**src/btu_pkg.sv**
```systemverilog
// Purpose: shared constants and types for the bit test unit
// Assumes: 40-bit accumulators, 16-bit aux/temp registers and memory words
// Notes: opcode low nibble codes select the test flag; op_kind alone selects the memory operation
package btu_pkg;
	localparam int ACC_W = 40;
	localparam int WORD_W = 16;
	localparam int ACC_POS_W = 6;
	localparam int WORD_POS_W = 4;
	localparam logic [5:0] ACC_TOP_POS = 6'h27;
	localparam logic [3:0] WORD_TOP_POS = 4'hF;
	// last opcode nibble of the register test
	localparam logic [3:0] NIB_REG_TF1 = 4'h8;
	localparam logic [3:0] NIB_REG_TF2 = 4'h9;
	// bit 0 of the nibble picks the flag in plain memory tests
	localparam int NIB_FLAG_BIT = 0;
	// clear and invert forms carry the flag choice in bit 1
	localparam int NIB_MOD_FLAG_BIT = 1;

	typedef enum logic [2:0] {
		BTU_OP_REG_TEST,
		BTU_OP_PAIR_TEST,
		BTU_OP_MEM_TEST_REG,
		BTU_OP_MEM_TEST_IMM,
		BTU_OP_MEM_CLEAR,
		BTU_OP_MEM_INVERT
	} btu_op_t;

	typedef enum logic {
		BTU_SRC_ACC,
		BTU_SRC_AUX
	} btu_src_t;
endpackage : btu_pkg

```
**src/btu_reg_alu.sv**
```systemverilog
// Purpose: register-side bit extraction, single and pair
// Assumes: aux/temp operand in low 16 bits of src_val
// Notes: purely combinational
`timescale 1ns/1ps
`default_nettype none
module btu_reg_alu
	import btu_pkg::*;
(
	input wire btu_pkg::btu_src_t src_kind,
	input wire logic [btu_pkg::ACC_W-1:0] src_val,
	input wire logic [btu_pkg::ACC_POS_W-1:0] pos,
	output logic bit_lo,
	output logic bit_hi,
	output logic pair_lo,
	output logic pair_hi
);
	logic [WORD_POS_W-1:0] wpos;
	assign wpos = pos[WORD_POS_W-1:0];
	// =======================================
	// single and pair extraction
	always_comb
	begin
		bit_lo = 1'b0;
		bit_hi = 1'b0;
		pair_lo = 1'b0;
		pair_hi = 1'b0;
		if (src_kind == BTU_SRC_ACC)
		begin
			// accumulator path, data-unit alu
			if (pos <= ACC_TOP_POS)
				bit_lo = src_val[pos];
			if (pos < ACC_TOP_POS)
			begin
				pair_lo = src_val[pos];
				pair_hi = src_val[pos + 6'h01];
			end
			else if (pos == ACC_TOP_POS)
				pair_lo = src_val[ACC_TOP_POS];
			// others stay zero
		end
		else
		begin
			// aux/temp path, address-unit alu
			bit_lo = src_val[wpos];
			if (wpos != WORD_TOP_POS)
			begin
				pair_lo = src_val[wpos];
				pair_hi = src_val[wpos + 4'h1];
			end
			else
				pair_lo = src_val[WORD_TOP_POS];
		end
	end
endmodule : btu_reg_alu
`default_nettype wire

```
**src/btu_mem_alu.sv**
```systemverilog
// Purpose: memory-word bit test and modify
// Assumes: one 16-bit word, bit index 0-15
// Notes: combinational; the top sequences the access
`timescale 1ns/1ps
`default_nettype none
module btu_mem_alu
	import btu_pkg::*;
(
	input wire logic [btu_pkg::WORD_W-1:0] word_in,
	input wire logic [btu_pkg::WORD_POS_W-1:0] idx,
	input wire logic do_clear,
	input wire logic do_invert,
	output logic tested,
	output logic [btu_pkg::WORD_W-1:0] word_out
);
	logic [WORD_W-1:0] mask;
	assign mask = WORD_W'(1) << idx;
	assign tested = word_in[idx];
	// =======================================
	// modify only the chosen bit
	always_comb
	begin
		word_out = word_in;
		if (do_clear)
			word_out = word_in & ~mask;
		else if (do_invert)
			word_out = word_in ^ mask;
	end
endmodule : btu_mem_alu
`default_nettype wire

```
**src/btu_top.sv**
```systemverilog
// Purpose: bit test execution unit of a fixed-point dsp core
// Assumes: memory answers a read in the same cycle as mem_rd_req
// Notes: register tests finish in the issue cycle; memory tests in two, clear and invert in three
`timescale 1ns/1ps
`default_nettype none
module btu_top
	import btu_pkg::*;
(
	input wire logic core_clk,
	input wire logic rst_n,
	input wire logic op_valid,
	output logic op_ready,
	input wire btu_pkg::btu_op_t op_kind,
	input wire logic [3:0] op_nibble,
	input wire btu_pkg::btu_src_t src_kind,
	input wire logic [btu_pkg::ACC_W-1:0] src_val,
	input wire logic [btu_pkg::ACC_POS_W-1:0] bit_address_operand,
	input wire logic [3:0] imm_bit_index,
	input wire logic [btu_pkg::WORD_W-1:0] mem_addr,
	output logic mem_rd_req,
	output logic mem_wr_req,
	output logic mem_lock,
	output logic [btu_pkg::WORD_W-1:0] mem_rd_addr,
	output logic [btu_pkg::WORD_W-1:0] mem_wr_data,
	input wire logic [btu_pkg::WORD_W-1:0] mem_rd_data,
	output logic test_flag_one,
	output logic test_flag_two,
	output logic op_done
);
	typedef enum logic [1:0] {
		BTU_IDLE,
		BTU_READ,
		BTU_WRITE
	} btu_state_t;

	btu_state_t state_q;
	btu_op_t kind_q;
	logic flag_sel_q;
	logic [WORD_POS_W-1:0] idx_q;
	logic [WORD_W-1:0] addr_q;
	logic [WORD_W-1:0] wr_data_q;
	logic bit_lo, bit_hi, pair_lo, pair_hi;
	logic tested;
	logic [WORD_W-1:0] mod_word;
	logic issue;
	logic mem_op;
	logic modify_q;

	function automatic logic is_mem_op(input btu_op_t k);
		return k inside {BTU_OP_MEM_TEST_REG, BTU_OP_MEM_TEST_IMM,
			BTU_OP_MEM_CLEAR, BTU_OP_MEM_INVERT};
	endfunction : is_mem_op

	function automatic logic is_modify_op(input btu_op_t k);
		return k inside {BTU_OP_MEM_CLEAR, BTU_OP_MEM_INVERT};
	endfunction : is_modify_op

	// =======================================
	// issue handshake
	// single-cycle issue lets repeat loops re-issue back to back
	assign op_ready = (state_q == BTU_IDLE);
	assign issue = op_valid && op_ready;
	assign mem_op = is_mem_op(op_kind);

	btu_reg_alu u_reg_alu (
		.src_kind(src_kind),
		.src_val(src_val),
		.pos(bit_address_operand),
		.bit_lo(bit_lo),
		.bit_hi(bit_hi),
		.pair_lo(pair_lo),
		.pair_hi(pair_hi)
	);

	btu_mem_alu u_mem_alu (
		.word_in(mem_rd_data),
		.idx(idx_q),
		.do_clear(kind_q == BTU_OP_MEM_CLEAR),
		.do_invert(kind_q == BTU_OP_MEM_INVERT),
		.tested(tested),
		.word_out(mod_word)
	);

	// =======================================
	// memory sequencer
	always_ff @(posedge core_clk)
	begin
		if (!rst_n)
			state_q <= BTU_IDLE;
		else
		begin
			unique case (state_q)
				BTU_IDLE:
					if (issue && mem_op)
						state_q <= BTU_READ;
				BTU_READ:
					state_q <= modify_q ? BTU_WRITE : BTU_IDLE;
				BTU_WRITE:
					state_q <= BTU_IDLE;
				default:
					state_q <= BTU_IDLE;
			endcase
		end
	end

	always_ff @(posedge core_clk)
	begin
		if (!rst_n)
		begin
			kind_q <= BTU_OP_REG_TEST;
			flag_sel_q <= 1'b0;
			idx_q <= '0;
			addr_q <= '0;
			modify_q <= 1'b0;
		end
		else if (issue && mem_op)
		begin
			kind_q <= op_kind;
			addr_q <= mem_addr;
			modify_q <= is_modify_op(op_kind);
			// modify forms keep the flag choice one bit higher
			if (is_modify_op(op_kind))
				flag_sel_q <= op_nibble[NIB_MOD_FLAG_BIT];
			else
				flag_sel_q <= op_nibble[NIB_FLAG_BIT];
			if (op_kind == BTU_OP_MEM_TEST_REG)
				idx_q <= src_val[WORD_POS_W-1:0];
			else
				idx_q <= imm_bit_index;
		end
	end

	always_ff @(posedge core_clk)
	begin
		if (!rst_n)
			wr_data_q <= '0;
		else if (state_q == BTU_READ)
			wr_data_q <= mod_word;
	end

	// lock spans read through write-back so nothing slips in between
	assign mem_lock = (state_q == BTU_READ) ||
		(state_q == BTU_WRITE);
	assign mem_rd_req = (state_q == BTU_READ);
	assign mem_wr_req = (state_q == BTU_WRITE);
	assign mem_rd_addr = addr_q;
	assign mem_wr_data = wr_data_q;

	// =======================================
	// test flags
	always_ff @(posedge core_clk)
	begin
		if (!rst_n)
		begin
			test_flag_one <= 1'b0;
			test_flag_two <= 1'b0;
		end
		else if (issue && op_kind == BTU_OP_PAIR_TEST)
		begin
			test_flag_one <= pair_lo;
			test_flag_two <= pair_hi;
		end
		else if (issue && op_kind == BTU_OP_REG_TEST)
		begin
			if (op_nibble == NIB_REG_TF1)
				test_flag_one <= bit_lo;
			else if (op_nibble == NIB_REG_TF2)
				test_flag_two <= bit_lo;
		end
		else if (state_q == BTU_READ)
		begin
			if (flag_sel_q)
				test_flag_two <= tested;
			else
				test_flag_one <= tested;
		end
	end

	always_ff @(posedge core_clk)
	begin
		if (!rst_n)
			op_done <= 1'b0;
		else
			op_done <= (issue && !mem_op) ||
				(state_q == BTU_READ && !modify_q) ||
				(state_q == BTU_WRITE);
	end

	// =======================================
	// checks
	pair_top_acc_a: assert property (
		@(posedge core_clk) disable iff (!rst_n)
		issue && op_kind == BTU_OP_PAIR_TEST && src_kind == BTU_SRC_ACC &&
		bit_address_operand == ACC_TOP_POS |=> !test_flag_two &&
		test_flag_one == $past(src_val[ACC_TOP_POS]))
		else $error("acc pair at top position wrong");
	pair_top_aux_a: assert property (
		@(posedge core_clk) disable iff (!rst_n)
		issue && op_kind == BTU_OP_PAIR_TEST && src_kind == BTU_SRC_AUX &&
		bit_address_operand[3:0] == WORD_TOP_POS |=> !test_flag_two &&
		test_flag_one == $past(src_val[WORD_TOP_POS]))
		else $error("aux pair at top position wrong");
	pair_out_range_a: assert property (
		@(posedge core_clk) disable iff (!rst_n)
		issue && op_kind == BTU_OP_PAIR_TEST && src_kind == BTU_SRC_ACC &&
		bit_address_operand > ACC_TOP_POS |=> !test_flag_one && !test_flag_two)
		else $error("out of range pair not zero");
	pair_acc_mid_a: assert property (
		@(posedge core_clk) disable iff (!rst_n)
		issue && op_kind == BTU_OP_PAIR_TEST && src_kind == BTU_SRC_ACC &&
		bit_address_operand < ACC_TOP_POS |=>
		test_flag_one == $past(src_val[bit_address_operand]) &&
		test_flag_two == $past(src_val[bit_address_operand + 6'h01]))
		else $error("acc pair bits wrong");
	pair_aux_mid_a: assert property (
		@(posedge core_clk) disable iff (!rst_n)
		issue && op_kind == BTU_OP_PAIR_TEST && src_kind == BTU_SRC_AUX &&
		bit_address_operand[3:0] != WORD_TOP_POS |=>
		test_flag_one == $past(src_val[bit_address_operand[3:0]]) &&
		test_flag_two == $past(src_val[bit_address_operand[3:0] + 4'h1]))
		else $error("aux pair bits wrong");
	reg_test_tf1_a: assert property (
		@(posedge core_clk) disable iff (!rst_n)
		issue && op_kind == BTU_OP_REG_TEST && op_nibble == NIB_REG_TF1 &&
		src_kind == BTU_SRC_ACC && bit_address_operand <= ACC_TOP_POS |=>
		test_flag_one == $past(src_val[bit_address_operand]) &&
		$stable(test_flag_two))
		else $error("register test flag one wrong");
	reg_test_tf2_a: assert property (
		@(posedge core_clk) disable iff (!rst_n)
		issue && op_kind == BTU_OP_REG_TEST && op_nibble == NIB_REG_TF2
		&& src_kind == BTU_SRC_AUX |=> test_flag_two ==
		$past(src_val[bit_address_operand[3:0]]) && $stable(test_flag_one))
		else $error("register test flag two wrong");
	reg_test_other_a: assert property (
		@(posedge core_clk) disable iff (!rst_n)
		issue && op_kind == BTU_OP_REG_TEST && op_nibble != NIB_REG_TF1 &&
		op_nibble != NIB_REG_TF2 |=>
		$stable(test_flag_one) && $stable(test_flag_two))
		else $error("flags moved on unused nibble");
	mem_idx_reg_a: assert property (
		@(posedge core_clk) disable iff (!rst_n)
		issue && op_kind == BTU_OP_MEM_TEST_REG |=>
		idx_q == $past(src_val[WORD_POS_W-1:0]))
		else $error("register bit index wrong");
	mem_idx_imm_a: assert property (
		@(posedge core_clk) disable iff (!rst_n)
		issue && mem_op && op_kind != BTU_OP_MEM_TEST_REG |=>
		idx_q == $past(imm_bit_index))
		else $error("immediate bit index wrong");
	mem_test_span_a: assert property (
		@(posedge core_clk) disable iff (!rst_n)
		issue && mem_op && !is_modify_op(op_kind) |=>
		mem_rd_req && mem_lock && !mem_wr_req ##1 !mem_lock && op_done)
		else $error("memory test sequence wrong");
	mem_flag_a: assert property (
		@(posedge core_clk) disable iff (!rst_n)
		mem_rd_req && !flag_sel_q |=> test_flag_one ==
		$past(mem_rd_data[idx_q]) && $stable(test_flag_two))
		else $error("memory test flag one wrong");
	mem_flag_two_a: assert property (
		@(posedge core_clk) disable iff (!rst_n)
		mem_rd_req && flag_sel_q |=> test_flag_two ==
		$past(mem_rd_data[idx_q]) && $stable(test_flag_one))
		else $error("memory test flag two wrong");
	mod_flag_sel_a: assert property (
		@(posedge core_clk) disable iff (!rst_n)
		issue && is_modify_op(op_kind) |=>
		flag_sel_q == $past(op_nibble[NIB_MOD_FLAG_BIT]))
		else $error("modify form flag choice wrong");
	mem_lock_span_a: assert property (
		@(posedge core_clk) disable iff (!rst_n)
		issue && (op_kind == BTU_OP_MEM_CLEAR || op_kind == BTU_OP_MEM_INVERT)
		|=> mem_rd_req && mem_lock ##1 mem_wr_req && mem_lock ##1 !mem_lock)
		else $error("modify access not locked");
	clear_bit_a: assert property (
		@(posedge core_clk) disable iff (!rst_n)
		mem_wr_req && kind_q == BTU_OP_MEM_CLEAR |-> !mem_wr_data[idx_q])
		else $error("cleared bit not zero");
	clear_keep_a: assert property (
		@(posedge core_clk) disable iff (!rst_n)
		mem_rd_req && kind_q == BTU_OP_MEM_CLEAR |=> mem_wr_data ==
		($past(mem_rd_data) & ~(WORD_W'(1) << idx_q)))
		else $error("cleared word wrong");
	invert_bit_a: assert property (
		@(posedge core_clk) disable iff (!rst_n)
		mem_rd_req && kind_q == BTU_OP_MEM_INVERT |=> mem_wr_data ==
		($past(mem_rd_data) ^ (WORD_W'(1) << idx_q)))
		else $error("inverted word wrong");
	write_done_a: assert property (
		@(posedge core_clk) disable iff (!rst_n)
		mem_wr_req |=> op_done && op_ready && !mem_lock)
		else $error("write-back did not close");
	repeat_ready_a: assert property (
		@(posedge core_clk) disable iff (!rst_n)
		issue && !mem_op |=> op_ready && op_done)
		else $error("register test not repeatable");
endmodule : btu_top
`default_nettype wire

```
**config.mk**
```make
export PLATFORM = sky130hd
export DESIGN_NAME = btu_top
export DESIGN_NICKNAME = d
export VERILOG_FILES = /design/src/btu_pkg.sv /design/src/btu_reg_alu.sv /design/src/btu_mem_alu.sv /design/src/btu_top.sv
export SDC_FILE = /design/constraint.sdc
export NUM_CORES = 1
export LEC_CHECK = 0
export ABC_AREA = 1
export BUFFER_PORTS_ARGS = -buffer_cell sky130_fd_sc_hd__buf_2
export CELL_PAD_IN_SITES_DETAIL_PLACEMENT = 0
export CELL_PAD_IN_SITES_GLOBAL_PLACEMENT = 1
export CORE_ASPECT_RATIO = 0.8
export CORE_MARGIN = 2
export CORE_UTILIZATION = 36
export DETAILED_ROUTE_END_ITERATION = 6
export PLACE_DENSITY = 0.84
export SLEW_MARGIN = 0
export SYNTH_ARGS = -nofsm -noshare
export SYNTH_HDL_FRONTEND = slang
export SYNTH_SLANG_ARGS = --single-unit
```
**constraint.sdc**
```tcl
create_clock -name core_clk -period 3.9 [get_ports core_clk]
set_input_delay 0.78 -clock core_clk [delete_from_list [all_inputs] [get_ports core_clk]]
set_output_delay 0.78 -clock core_clk [all_outputs]
set_load 0.05 [all_outputs]
```
-- After elaboration in Yosys (flattened, before gate mapping)
Cells that the tools add are included.
- logic and storage cells: 97
- flip-flop bits (word level): 46
- add/subtract/negate cells: 2
- bitwise gates (word level): 3
- muxes and demuxes: 37
- magnitude comparators: 7
- equal/unequal tests: 18
- reductions and logical operators: 19
- shift-type cells: 1
- operator list (kind ; count):
    16-bit 2-to-1 mux ; 2
    1-bit 2-to-1 mux ; 26
    16-bit AND ; 1
    16-bit inverter ; 1
    1-bit by 4-bit left shift with 16-bit output (first input constant) ; 1
    16-bit bitwise XOR ; 1
    4-bit by 7-bit less-than comparator with 1-bit output (second input constant) ; 2
    6-bit by 7-bit less-than comparator with 1-bit output (second input constant) ; 2
    1-bit binary-select mux with 4-bit select ; 3
    1-bit binary-select mux with 6-bit select ; 2
    3-bit equality test (second input constant) ; 4
    4-bit equality test (second input constant) ; 2
    6-bit by 1-bit adder with 6-bit output (second input constant) ; 1
    3-bit by 2-bit equality test with 1-bit output (second input constant) ; 2
    6-bit equality test (second input constant) ; 1
    6-bit less-or-equal comparator (second input constant) ; 1
    1-bit logical AND ; 6
    6-bit less-than comparator (second input constant) ; 1
    3-bit by 2-bit inequality test with 1-bit output (second input constant) ; 2
    3-bit nonzero test ; 2
    4-bit by 5-bit less-than comparator with 1-bit output (second input constant) ; 1
    4-bit by 1-bit adder with 4-bit output (second input constant) ; 1
    2-bit 2-to-1 mux ; 2
    4-bit 2-to-1 mux ; 1
    16 further kinds ; 19

-- Depth between registers and ports, before layout
Gate-level depths: netlist of the first run.
- depth in word-level cells: 8
- depth in mapped cells: 16
- mapped depth without buffers: 15

-- Cells and area by module
A second synthesis of the first run with hierarchy kept.
- cells, all modules: 666
- area total of the unflattened synthesis: 3922.5 sq um
- by module, submodules not included (module ; times used ; area each (sq um) ; cells each):
    btu_top ; 1 ; 1929.4 ; 273
    btu_reg_alu ; 1 ; 1183.6 ; 239
    btu_mem_alu ; 1 ; 809.5 ; 154

-- Worst setup path after synthesis of the first run
OpenSTA, ideal clock, no wires.
- path kind: input port to flip-flop
- from: input bit_address_operand[0] in the netlist's numbering
- to: register test_flag_two
- arrival time: 1959 ps
- setup slack: 1876 ps
- stages on the path: 12
- path buffers: 1
- required time: 3836 ps
- cells stage by stage: ha_1 > buf_2 > nand3_1 > nand3_1 > nand3_1 > nand3_1 > nand3_1 > nand2_1 > nand2_1 > a21oi_1 > nor2_1 > nor2_1
- word-level cells in the longest chain between the ends: 8
- elaborated cells between the ends (all ways): 22
- RTL lines (element ; line ; RTL):
    from (decl) ; btu_top.sv:17 ; input wire logic [btu_pkg::ACC_POS_W-1:0] bit_address_operand,
    parallel branches: the longest is 7 deep, another holds 6-bit by 1-bit adder with 6-bit output ; -- ;
    1-bit 2-to-1 mux * ; btu_top.sv:158 ; else if (issue && op_kind == BTU_OP_PAIR_TEST)
    to (signal assigned) ; btu_top.sv:161 ; test_flag_two <= pair_hi;
    to (signal assigned) ; btu_top.sv:168 ; test_flag_two <= bit_lo;
    to (signal assigned) ; btu_top.sv:173 ; test_flag_two <= tested;
    to (decl) ; btu_top.sv:27 ; output logic test_flag_two,
Mark *: on every way between the ends. The select of a mux whose other input is x is not followed.
A chain may end at the register's enable or synchronous reset.

-- Worst setup path in the final report of the first run
- from: register state_q[1]
- to: output mem_rd_req
- word-level cells in the longest chain between the ends: 1
- RTL lines (element ; line ; RTL):
    from (decl) ; btu_top.sv:36 ; btu_state_t state_q;
    from (signal assigned) ; btu_top.sv:97 ; state_q <= modify_q ? BTU_WRITE : BTU_IDLE;
    2-bit by 1-bit equality test with 1-bit output ; btu_top.sv:144 ; assign mem_rd_req = (state_q == BTU_READ);
    to (decl) ; btu_top.sv:20 ; output logic mem_rd_req,
No other way between the ends.

==> results_dict.tcl, run 1 <==
set metrics [dict create \
    final_common_cell "nand2_1" \
    worst_path_largest_cell_delay_ns 0.69 \
    rsz0062_at_grt "no" \
    netlist_area_um2 3560 \
    clock_latency_ns 0.29 \
    design_area_um2 4380 \
    numCtsBuffers 5 \
    cp_data_arrival_time_ns 1.82 \
    grt-ovfl-total 0 \
    grt_max_degree 43 \
    cts_tree "built" \
    layout_common_cells "nand2_1, buf_2, nor2_1" \
    drcViolationCount 0 \
    syn_to_final_growth_pct 23.0 \
    core_um2 9650 \
    synth_cells 580 \
    cp_num_buf_inv 2 \
    start_util_pct 36.9 \
    reg2reg_slack_ns 1.55 \
    hold_buffers 0 \
    first_iter_violations 326 \
    row_count 32 \
    cts-root-buf "clkbuf_16" \
    grt_pass1_wl_um 18600 \
    hold_path.class "register to register" \
    dp_hpwl_um 8760 \
    crit_path_top_delay_cell "ha_1" \
    status "finished, final reports clean" \
    crit_fanout 25 \
    synthDominantCellAreaShare_pct 25.8 \
    place_congestion 0.902 \
    cts_resized 0 \
    worst-path-stages 3 \
    path_class "register to output port" \
    cp_cell_sequence "inv_1 > ha_1 > buf_2" \
    crit_family "adder cells" \
    dieWidth_um 115 \
    routed_wl_um 11400 \
    htreeDepth 2 \
    grt_pass1_vias 3840 \
    track_usage_pct 21.3 \
    finalNetCount 806 \
    antennaDiodeCount 0 \
    cap_violations 0 \
    cts_buffer_depth 2 \
    r2r_start "state_q[1]" \
    setup.worst_path.end "mem_rd_req" \
    ir_drop_mv 0.410 \
    antenna_found_initial 0 \
    setup_viol 0 \
    drive_above_1_share_pct 21.8 \
    hold_viol_final 0 \
    relSlewSlack_pct 28.5 \
    hold_ws_ns 0.474 \
    vias_per_cell 5.02 \
    die-area_um2 10700 \
    fin_setup_tns_ns 0 \
    cts_sinks 46 \
    vias 4158 \
    report.final.slew_viol_count 0 \
    dr.pass1.iters 6 \
    clk_pin_slew_ns 0.07 \
    ant_nets 0 \
    synthTopCellsByArea "dfxtp_1, nand2_1, nand3_1" \
    synth.avg_cell_area_um2 6.14 \
    start_kind "register" \
    reg2reg_to "test_flag_one" \
    power_density_nw_per_um2 529 \
    crit_path_end_kind "output port" \
    die_y_um 93.0 \
    power_mw 2.32 \
    worst_ep_required_time_ns 3.12 \
    dpl_cell_area_um2 4240 \
    yosys.area.top_type "dfxtp_1" \
    portBuffers 131 \
    rr_worst_depth 8 \
    ys_types 33 \
    fin_crit_sh_pct 66.6 \
    post_drt_wl_per_cell_um 13.7 \
    crit_start "state_q[1]" \
    ys_seq_elements 46 \
    cts_setup_buffers 0 \
    max_freq_mhz 385 \
    io_pins 132 \
    yosysSeqAreaShare_pct 25.8 \
    syn-num-nets 694 \
    leakage_nw 2.18 \
    period_minus_slack_ns 2.60 \
    ys_warn_count 0 \
    worst_slew_pin_slew_ns 1.07 \
    skew_ns 0.00394 \
]
-- layout make-up --
class | instances | area (um2)
repair buffers | 133 | 671
clock inverters | 3 | 21.3
flip-flops and latches | 46 | 921
multi-input cells | 445 | 2240
inverters | 61 | 229
well taps | 136 | 170
clock buffers | 5 | 125
fillers | 1049 | 5270
-- worst min-delay path by stage --
| stage | endpoint | cells past startpoint | from | slack [ns] |
|---|---|---|---|---|
| 4_1_cts | modify_q | 2 | modify_q | 0.47 |
| 6_report | modify_q | 2 | modify_q | 0.47 |
| 5_1_grt | modify_q | 2 | modify_q | 0.48 |
| 3_5_place_dp | modify_q | 2 | modify_q | 0.46 |
| 3_3_place_gp | modify_q | 2 | modify_q | 0.45 |
| 2_1_floorplan | modify_q | 2 | modify_q | 0.44 |
-- power by group --
group / leakage, nW / switching, mW / internal [mW] / total [mW]
sequential: 0.377 / 0.0700 / 0.593 / 0.663
combinational: 1.73 / 0.903 / 0.318 / 1.22
clock: 0.0698 / 0.196 / 0.238 / 0.434
-- metal layers --
metal | vias up | share of wire [%] | GRT usage [%]
met5 | - | 0 | 0
met4 | 0 | 1.5 | 4.62
met3 | 15 | 6.0 | 4.08
met2 | 129 | 41 | 31.4
met1 | 1867 | 52 | 31.8
li1 | 2147 | - | -
-- synth_stat cells --
cell type,number
a211oi_1,11
buf_4,1
buf_2,8
inv_2,5
nor2_1,72
and3_1,1
or2_2,1
clkinv_1,3
inv_1,53
nand3_1,68
o211ai_1,7
o21ai_1,3
nand3b_1,1
o211ai_2,1
a31oi_1,7
o21a_1,10
nor3_1,1
buf_8,1
buf_12,1
o22ai_1,1
o221ai_1,2
o32ai_1,1
nand4_1,3
a21oi_1,41
nor2_4,1
nand2_1,139
clkbuf_1,14
xor2_1,2
o21ai_0,49
buf_6,3
nor2_2,2
dfxtp_1,46
ha_1,21
-- registers in the layout, summed over array words and instances (netlist names) --
signal         count
state_q            2
flag_sel_q         1
mem_rd_addr       16
op_done            1
modify_q           1
test_flag_two      1
kind_q             3
idx_q              4
test_flag_one      1
mem_wr_data       16
-- worst min-delay path, stage by stage (launching register included) --
cell     delay [ns]
dfxtp_1        0.31
nand2_1        0.06
a21oi_1        0.05
-- logic make-up after synthesis --
logic type,Yosys count,synth area share [%]
and+or+nand+nor,289,33.7
AOI/OAI and AO/OA,133,21.5
buffers and inverters,89,11.2
DFF,46,25.8
adders and majority gates,21,7.37
xor gates and xnor gates,2,0.492
-- per-stage QoR --
step           util [%]  cells  worst slack [ns]
2_1_floorplan         -    580              1.88
3_3_place_gp       43.9    821              1.27
3_5_place_dp       43.9    821              1.20
4_1_cts            45.4    829              1.30
5_1_grt            45.4    829              1.17
6_report           45.4    829              1.30
No activity file was read; power rests on OpenSTA's default activity.
==> run 2, diff against run 1 <==
CORE_UTILIZATION = 30   (was 36)
PLACE_DENSITY = 0.75   (was 0.84)
clock period = 2.3 ns   (was 3.9 ns; I/O delays follow)
==> results_dict.tcl, run 2 (synthesis results as in run 1) <==
set metrics [dict create \
    worst_path_largest_cell_delay_ns 0.49 \
    hold_viol_final 0 \
    die-area_um2 12800 \
    worst_ep_required_time_ns 2.53 \
    path_common_cell "nand2_1" \
    layout_common_cells "nand2_1, buf_2, nor2_1" \
    ant_nets 0 \
    max_freq_mhz 550 \
    start_util_pct 30.8 \
    start_kind "register" \
    die_y_um 101 \
    crit_path_top_delay_cell "nor2_1" \
    status "finished, final reports clean" \
    crit_family "simple AND/OR/NAND/NOR gates" \
    cts_tree "built" \
    path_class "register to register" \
    antennaDiodeCount 0 \
    ir_drop_mv 0.717 \
    leakage_nw 2.26 \
    dieWidth_um 126 \
    grt_max_degree 35 \
    fin_setup_tns_ns 0 \
    portBuffers 131 \
    pwr-share-comb_pct 52.3 \
    regArea_um2 921 \
    first_iter_violations 229 \
    p_sw_mw 1.98 \
    fill_cells 1271 \
    htreeDepth 2 \
    cp_data_arrival_time_ns 2.05 \
    cp_num_buf_inv 1 \
    fin_crit_sh_pct 79.0 \
    hold_buffers 0 \
    cts_buffer_depth 2 \
    p_int_mw 2.11 \
    period_minus_slack_ns 1.82 \
    cts_resized 0 \
    io_pins 132 \
    antenna_found_initial 0 \
    cts_setup_buffers 0 \
    post-place-ws_ns 0.244 \
    vias_per_cell 4.91 \
    power_density_nw_per_um2 900 \
    finalNetCount 820 \
    min_from "mem_addr[0]" \
    cp_cell_sequence "nor2_1 > nand2_1 > nand3_1 > nand3b_1 > o211ai_1 > nand3_1 > nand2_1 > inv_1 > nand2_1 > nand2_1 > nor2_1 > nor2_1" \
    rr_worst_depth 12 \
    grt_pass1_wl_um 18400 \
    vias 4195 \
    cts-root-buf "clkbuf_16" \
    setup_viol 0 \
    clock_latency_ns 0.29 \
    rsz0062_at_grt "no" \
    clk_pin_slew_ns 0.07 \
    syn_to_final_growth_pct 27.2 \
    hold_path_depth 3 \
    grt-ovfl-total 0 \
    dr.pass1.iters 5 \
    numCtsBuffers 5 \
    crit_start "idx_q[0]" \
    skew_ns 0.00491 \
    cap_violations 0 \
    report.final.slew_viol_count 0 \
    routed_wl_um 11500 \
    row_count 35 \
    multiInputGateArea_um2 2240 \
    track_usage_pct 17.7 \
    r2r_start "idx_q[0]" \
    place_congestion 0.964 \
    final_common_cell "nand2_1" \
    switching_share_pct 48.4 \
    core_um2 11600 \
    relSlewSlack_pct 52.7 \
    drcViolationCount 0 \
    worst-path-stages 12 \
    worst_slew_pin_slew_ns 0.707 \
    drive_above_1_share_pct 23.2 \
    worst_slack_ns 0.483 \
    crit_fanout 8 \
    dp_hpwl_um 8990 \
    grt_pass1_vias 3804 \
    crit_path_end_kind "register" \
    post_drt_wl_per_cell_um 13.4 \
    cts_sinks 46 \
    clkPwrFrac_pct 20.4 \
    hold_path.class "input port to register" \
    power.share.sequential_pct 27.3 \
]
-- run 2: cell count changes in the layout (fill, tap and decap cells not counted), sizes merged --
| cell | change |
|---|---|
| clkbuf | +1 |
| clkinv | -2 |
| buf | +14 |
| bufinv | +1 |
-- run 2: final cells by class --
| cell class | count | area share (%) |
|---|---|---|
| Inverter | 61 | 5.05 |
| Clock buffer | 6 | 2.84 |
| Clock inverter | 2 | 0.828 |
| Sequential cell | 46 | 20.3 |
| Timing Repair Buffer | 147 | 17.4 |
| Tap cell | 148 | 4.08 |
| Multi-Input combinational cell | 445 | 49.5 |
-- run 2: tightest hold or removal path, stage by stage --
cell	delay, ns
buf_2	0.07
o21ai_0	0.07
nor2_1	0.07
-- run 2: final timing paths --
kind,to,slack [ns]
max,test_flag_two,0.48
min,mem_rd_addr[0],0.41
max reg2reg,test_flag_two,0.48
min reg2reg,modify_q,0.47
-- run 2: power groups by stage --
| stage | sequential [mW] | combinational [mW] | clock (mW) |
|---|---|---|---|
| floorplan | 1.68 | 1.03 | 0 |
| global placement | 1.13 | 2.12 | 0 |
| detailed placement | 1.13 | 2.14 | 0 |
| CTS | 1.12 | 2.14 | 0.865 |
| global route | 1.15 | 2.34 | 0.893 |
| finish | 1.12 | 2.13 | 0.834 |
-- run 2: per-layer routing --
layer	track usage, %	routed length (um)	vias up
li1	-	-	2183
met1	24.8	5620	1876
met2	27.5	4920	127
met3	4.44	849	9
met4	3.97	92	0
met5	0	0	-
-- run 2: stage by stage --
step | power (mW) | cells | hold slack (ns) | utilization, % | area [um2]
after global routing | 4.38 | 855 | 0.428 | 39.2 | 4530
after detailed placement | 3.27 | 847 | 0.453 | 37.8 | 4370
after floorplan | 2.71 | 580 | 0.441 | - | 3560
after global placement | 3.25 | 847 | 0.453 | 37.8 | 4370
after CTS | 4.12 | 855 | 0.409 | 39.2 | 4530
final | 4.08 | 855 | 0.412 | 39.2 | 4530
==> run 3, diff against run 2 <==
CORE_UTILIZATION = 33   (was 30)
PLACE_DENSITY = 0.78   (was 0.75)
clock period = 1.8 ns   (was 2.3 ns; I/O delays follow)
==> results_dict.tcl, run 3 (synthesis results as in run 1) <==
set metrics [dict create \
    post-place-ws_ns -0.167 \
    cts-root-buf "clkbuf_16" \
    first_iter_violations 352 \
    cts_sinks 46 \
    row_count 33 \
    setup_viol 0 \
    r2r_start "state_q[0]" \
    hold_path.class "input port to register" \
    numCtsBuffers 5 \
    vias 4231 \
    reg2reg_to "test_flag_two" \
    dieWidth_um 120 \
    max_freq_mhz 611 \
    grt_pass1_vias 4116 \
    cts_buffer_depth 2 \
    finalNetCount 838 \
    routed_wl_um 11900 \
    ir_drop_mv 0.696 \
    path_class "register to register" \
    post_drt_wl_per_cell_um 13.8 \
    dp_hpwl_um 9420 \
    rr_worst_depth 13 \
    rsz0062_at_grt "no" \
    cp_cell_sequence "inv_2 > ha_4 > nand2_1 > inv_1 > nand2_2 > nor2_2 > inv_2 > a21oi_2 > nand2_1 > nand2_1 > nand2_1 > nor2_1 > nor2_1" \
    place_congestion 0.968 \
    relSlewSlack_pct 70.9 \
    crit_start "state_q[0]" \
    layout_common_cells "nand2_1, buf_2, nor2_1" \
    status "finished, final reports clean" \
    cap_violations 0 \
    die-area_um2 11700 \
    die_y_um 96.9 \
    antenna_found_initial 0 \
    regArea_um2 921 \
    cp_data_arrival_time_ns 1.82 \
    worst-path-stages 13 \
    path_common_cell "nand2_1" \
    worst_ep_required_time_ns 1.98 \
    crit_family "simple AND/OR/NAND/NOR gates" \
    power_density_nw_per_um2 1110 \
    start_kind "register" \
    io_pins 132 \
    htreeDepth 2 \
    drcViolationCount 0 \
    design_area_um2 4710 \
    core_um2 10400 \
    leakage_nw 2.34 \
    vias_per_cell 4.89 \
    setup.worst_path.end "test_flag_two" \
    hold_viol_final 0 \
    start_util_pct 34.4 \
    drive_above_1_share_pct 27.0 \
    antennaDiodeCount 0 \
    grt_max_degree 35 \
    crit_path_end_kind "register" \
    reg2reg_slack_ns 0.16 \
    worst_path_largest_cell_delay_ns 0.34 \
    clock_latency_ns 0.29 \
    multiInputGateArea_um2 2290 \
    dpl_cell_area_um2 4510 \
    worst_slack_ns 0.163 \
    cts_tree "built" \
    clk_pin_slew_ns 0.07 \
    period_minus_slack_ns 1.64 \
    cp_num_buf_inv 3 \
    report.final.slew_viol_count 0 \
    grt-ovfl-total 0 \
    final_common_cell "nand2_1" \
    ant_nets 0 \
    fill_cells 1117 \
    grt_pass1_wl_um 19700 \
    portBuffers 131 \
    crit_path_top_delay_cell "dfxtp_1" \
    syn_to_final_growth_pct 32.1 \
    skew_ns 0.00574 \
    dr.pass1.iters 5 \
    fin_crit_sh_pct 91.0 \
    worst_slew_pin_slew_ns 0.434 \
    track_usage_pct 20.5 \
    crit_fanout 4 \
]
run 3: how the worst min path moves through the flow:
stage	start	endpoint	cells after the start
detailed placement	modify_q	modify_q	2
floorplan	modify_q	modify_q	2
finish	mem_addr[2]	mem_rd_addr[2]	3
global route	mem_addr[13]	mem_rd_addr[13]	3
global placement	modify_q	modify_q	2
CTS	mem_addr[2]	mem_rd_addr[2]	3
run 3: worst register-to-register path: stages, from the launching register on:
cell and delay [ns]:
dfxtp_1 0.34, inv_2 0.10, ha_4 0.16, nand2_1 0.07, inv_1 0.11, nand2_2 0.10, nor2_2 0.13, inv_2 0.08
a21oi_2 0.10, nand2_1 0.06, nand2_1 0.08, nand2_1 0.06, nor2_1 0.10, nor2_1 0.04
run 3: report_power, final:
part	switching, mW	internal, mW
logic	2.03	0.826
registers	0.137	1.29
clock network	0.442	0.523
total	2.61	2.63
run 3: repair_timing:
| item | in CTS | in global routing |
|---|---|---|
| setup buffers | 0 | 0 |
| setup endpoints to repair | 0 | 20 |
| hold buffers | 0 | 0 |
| resized for setup | 0 | 14 |
run 3: cell type report:
type / instances / share of cell area (%)
well taps: 140 / 3.72
clock buffers: 5 / 2.66
repair buffers: 165 / 20.0
flip-flops and latches: 46 / 19.6
multi-input cells: 445 / 48.7
clock inverters: 3 / 0.532
inverters: 61 / 4.87
run 3: routing by layer:
metal | track usage (%) | vias to the layer above | part of all wire, %
li1 | - | 2218 | -
met3 | 5.01 | 8 | 7.1
met5 | 0 | - | 0
met2 | 29.8 | 138 | 41
met4 | 3.35 | 0 | 0.81
met1 | 30.6 | 1867 | 51
run 3: per-stage QoR:
step           setup TNS [ns]  util, %  instances  hold slack [ns]  power (mW)
3_3_place_gp           -0.204     43.5        857            0.452        4.21
5_1_grt                     0     45.4        865            0.327        5.63
2_1_floorplan               0        -        580            0.441        3.48
6_report                    0     45.4        865            0.309        5.24
3_5_place_dp           -0.271     43.5        857            0.462        4.25
4_1_cts                     0     44.9        865            0.306        5.23
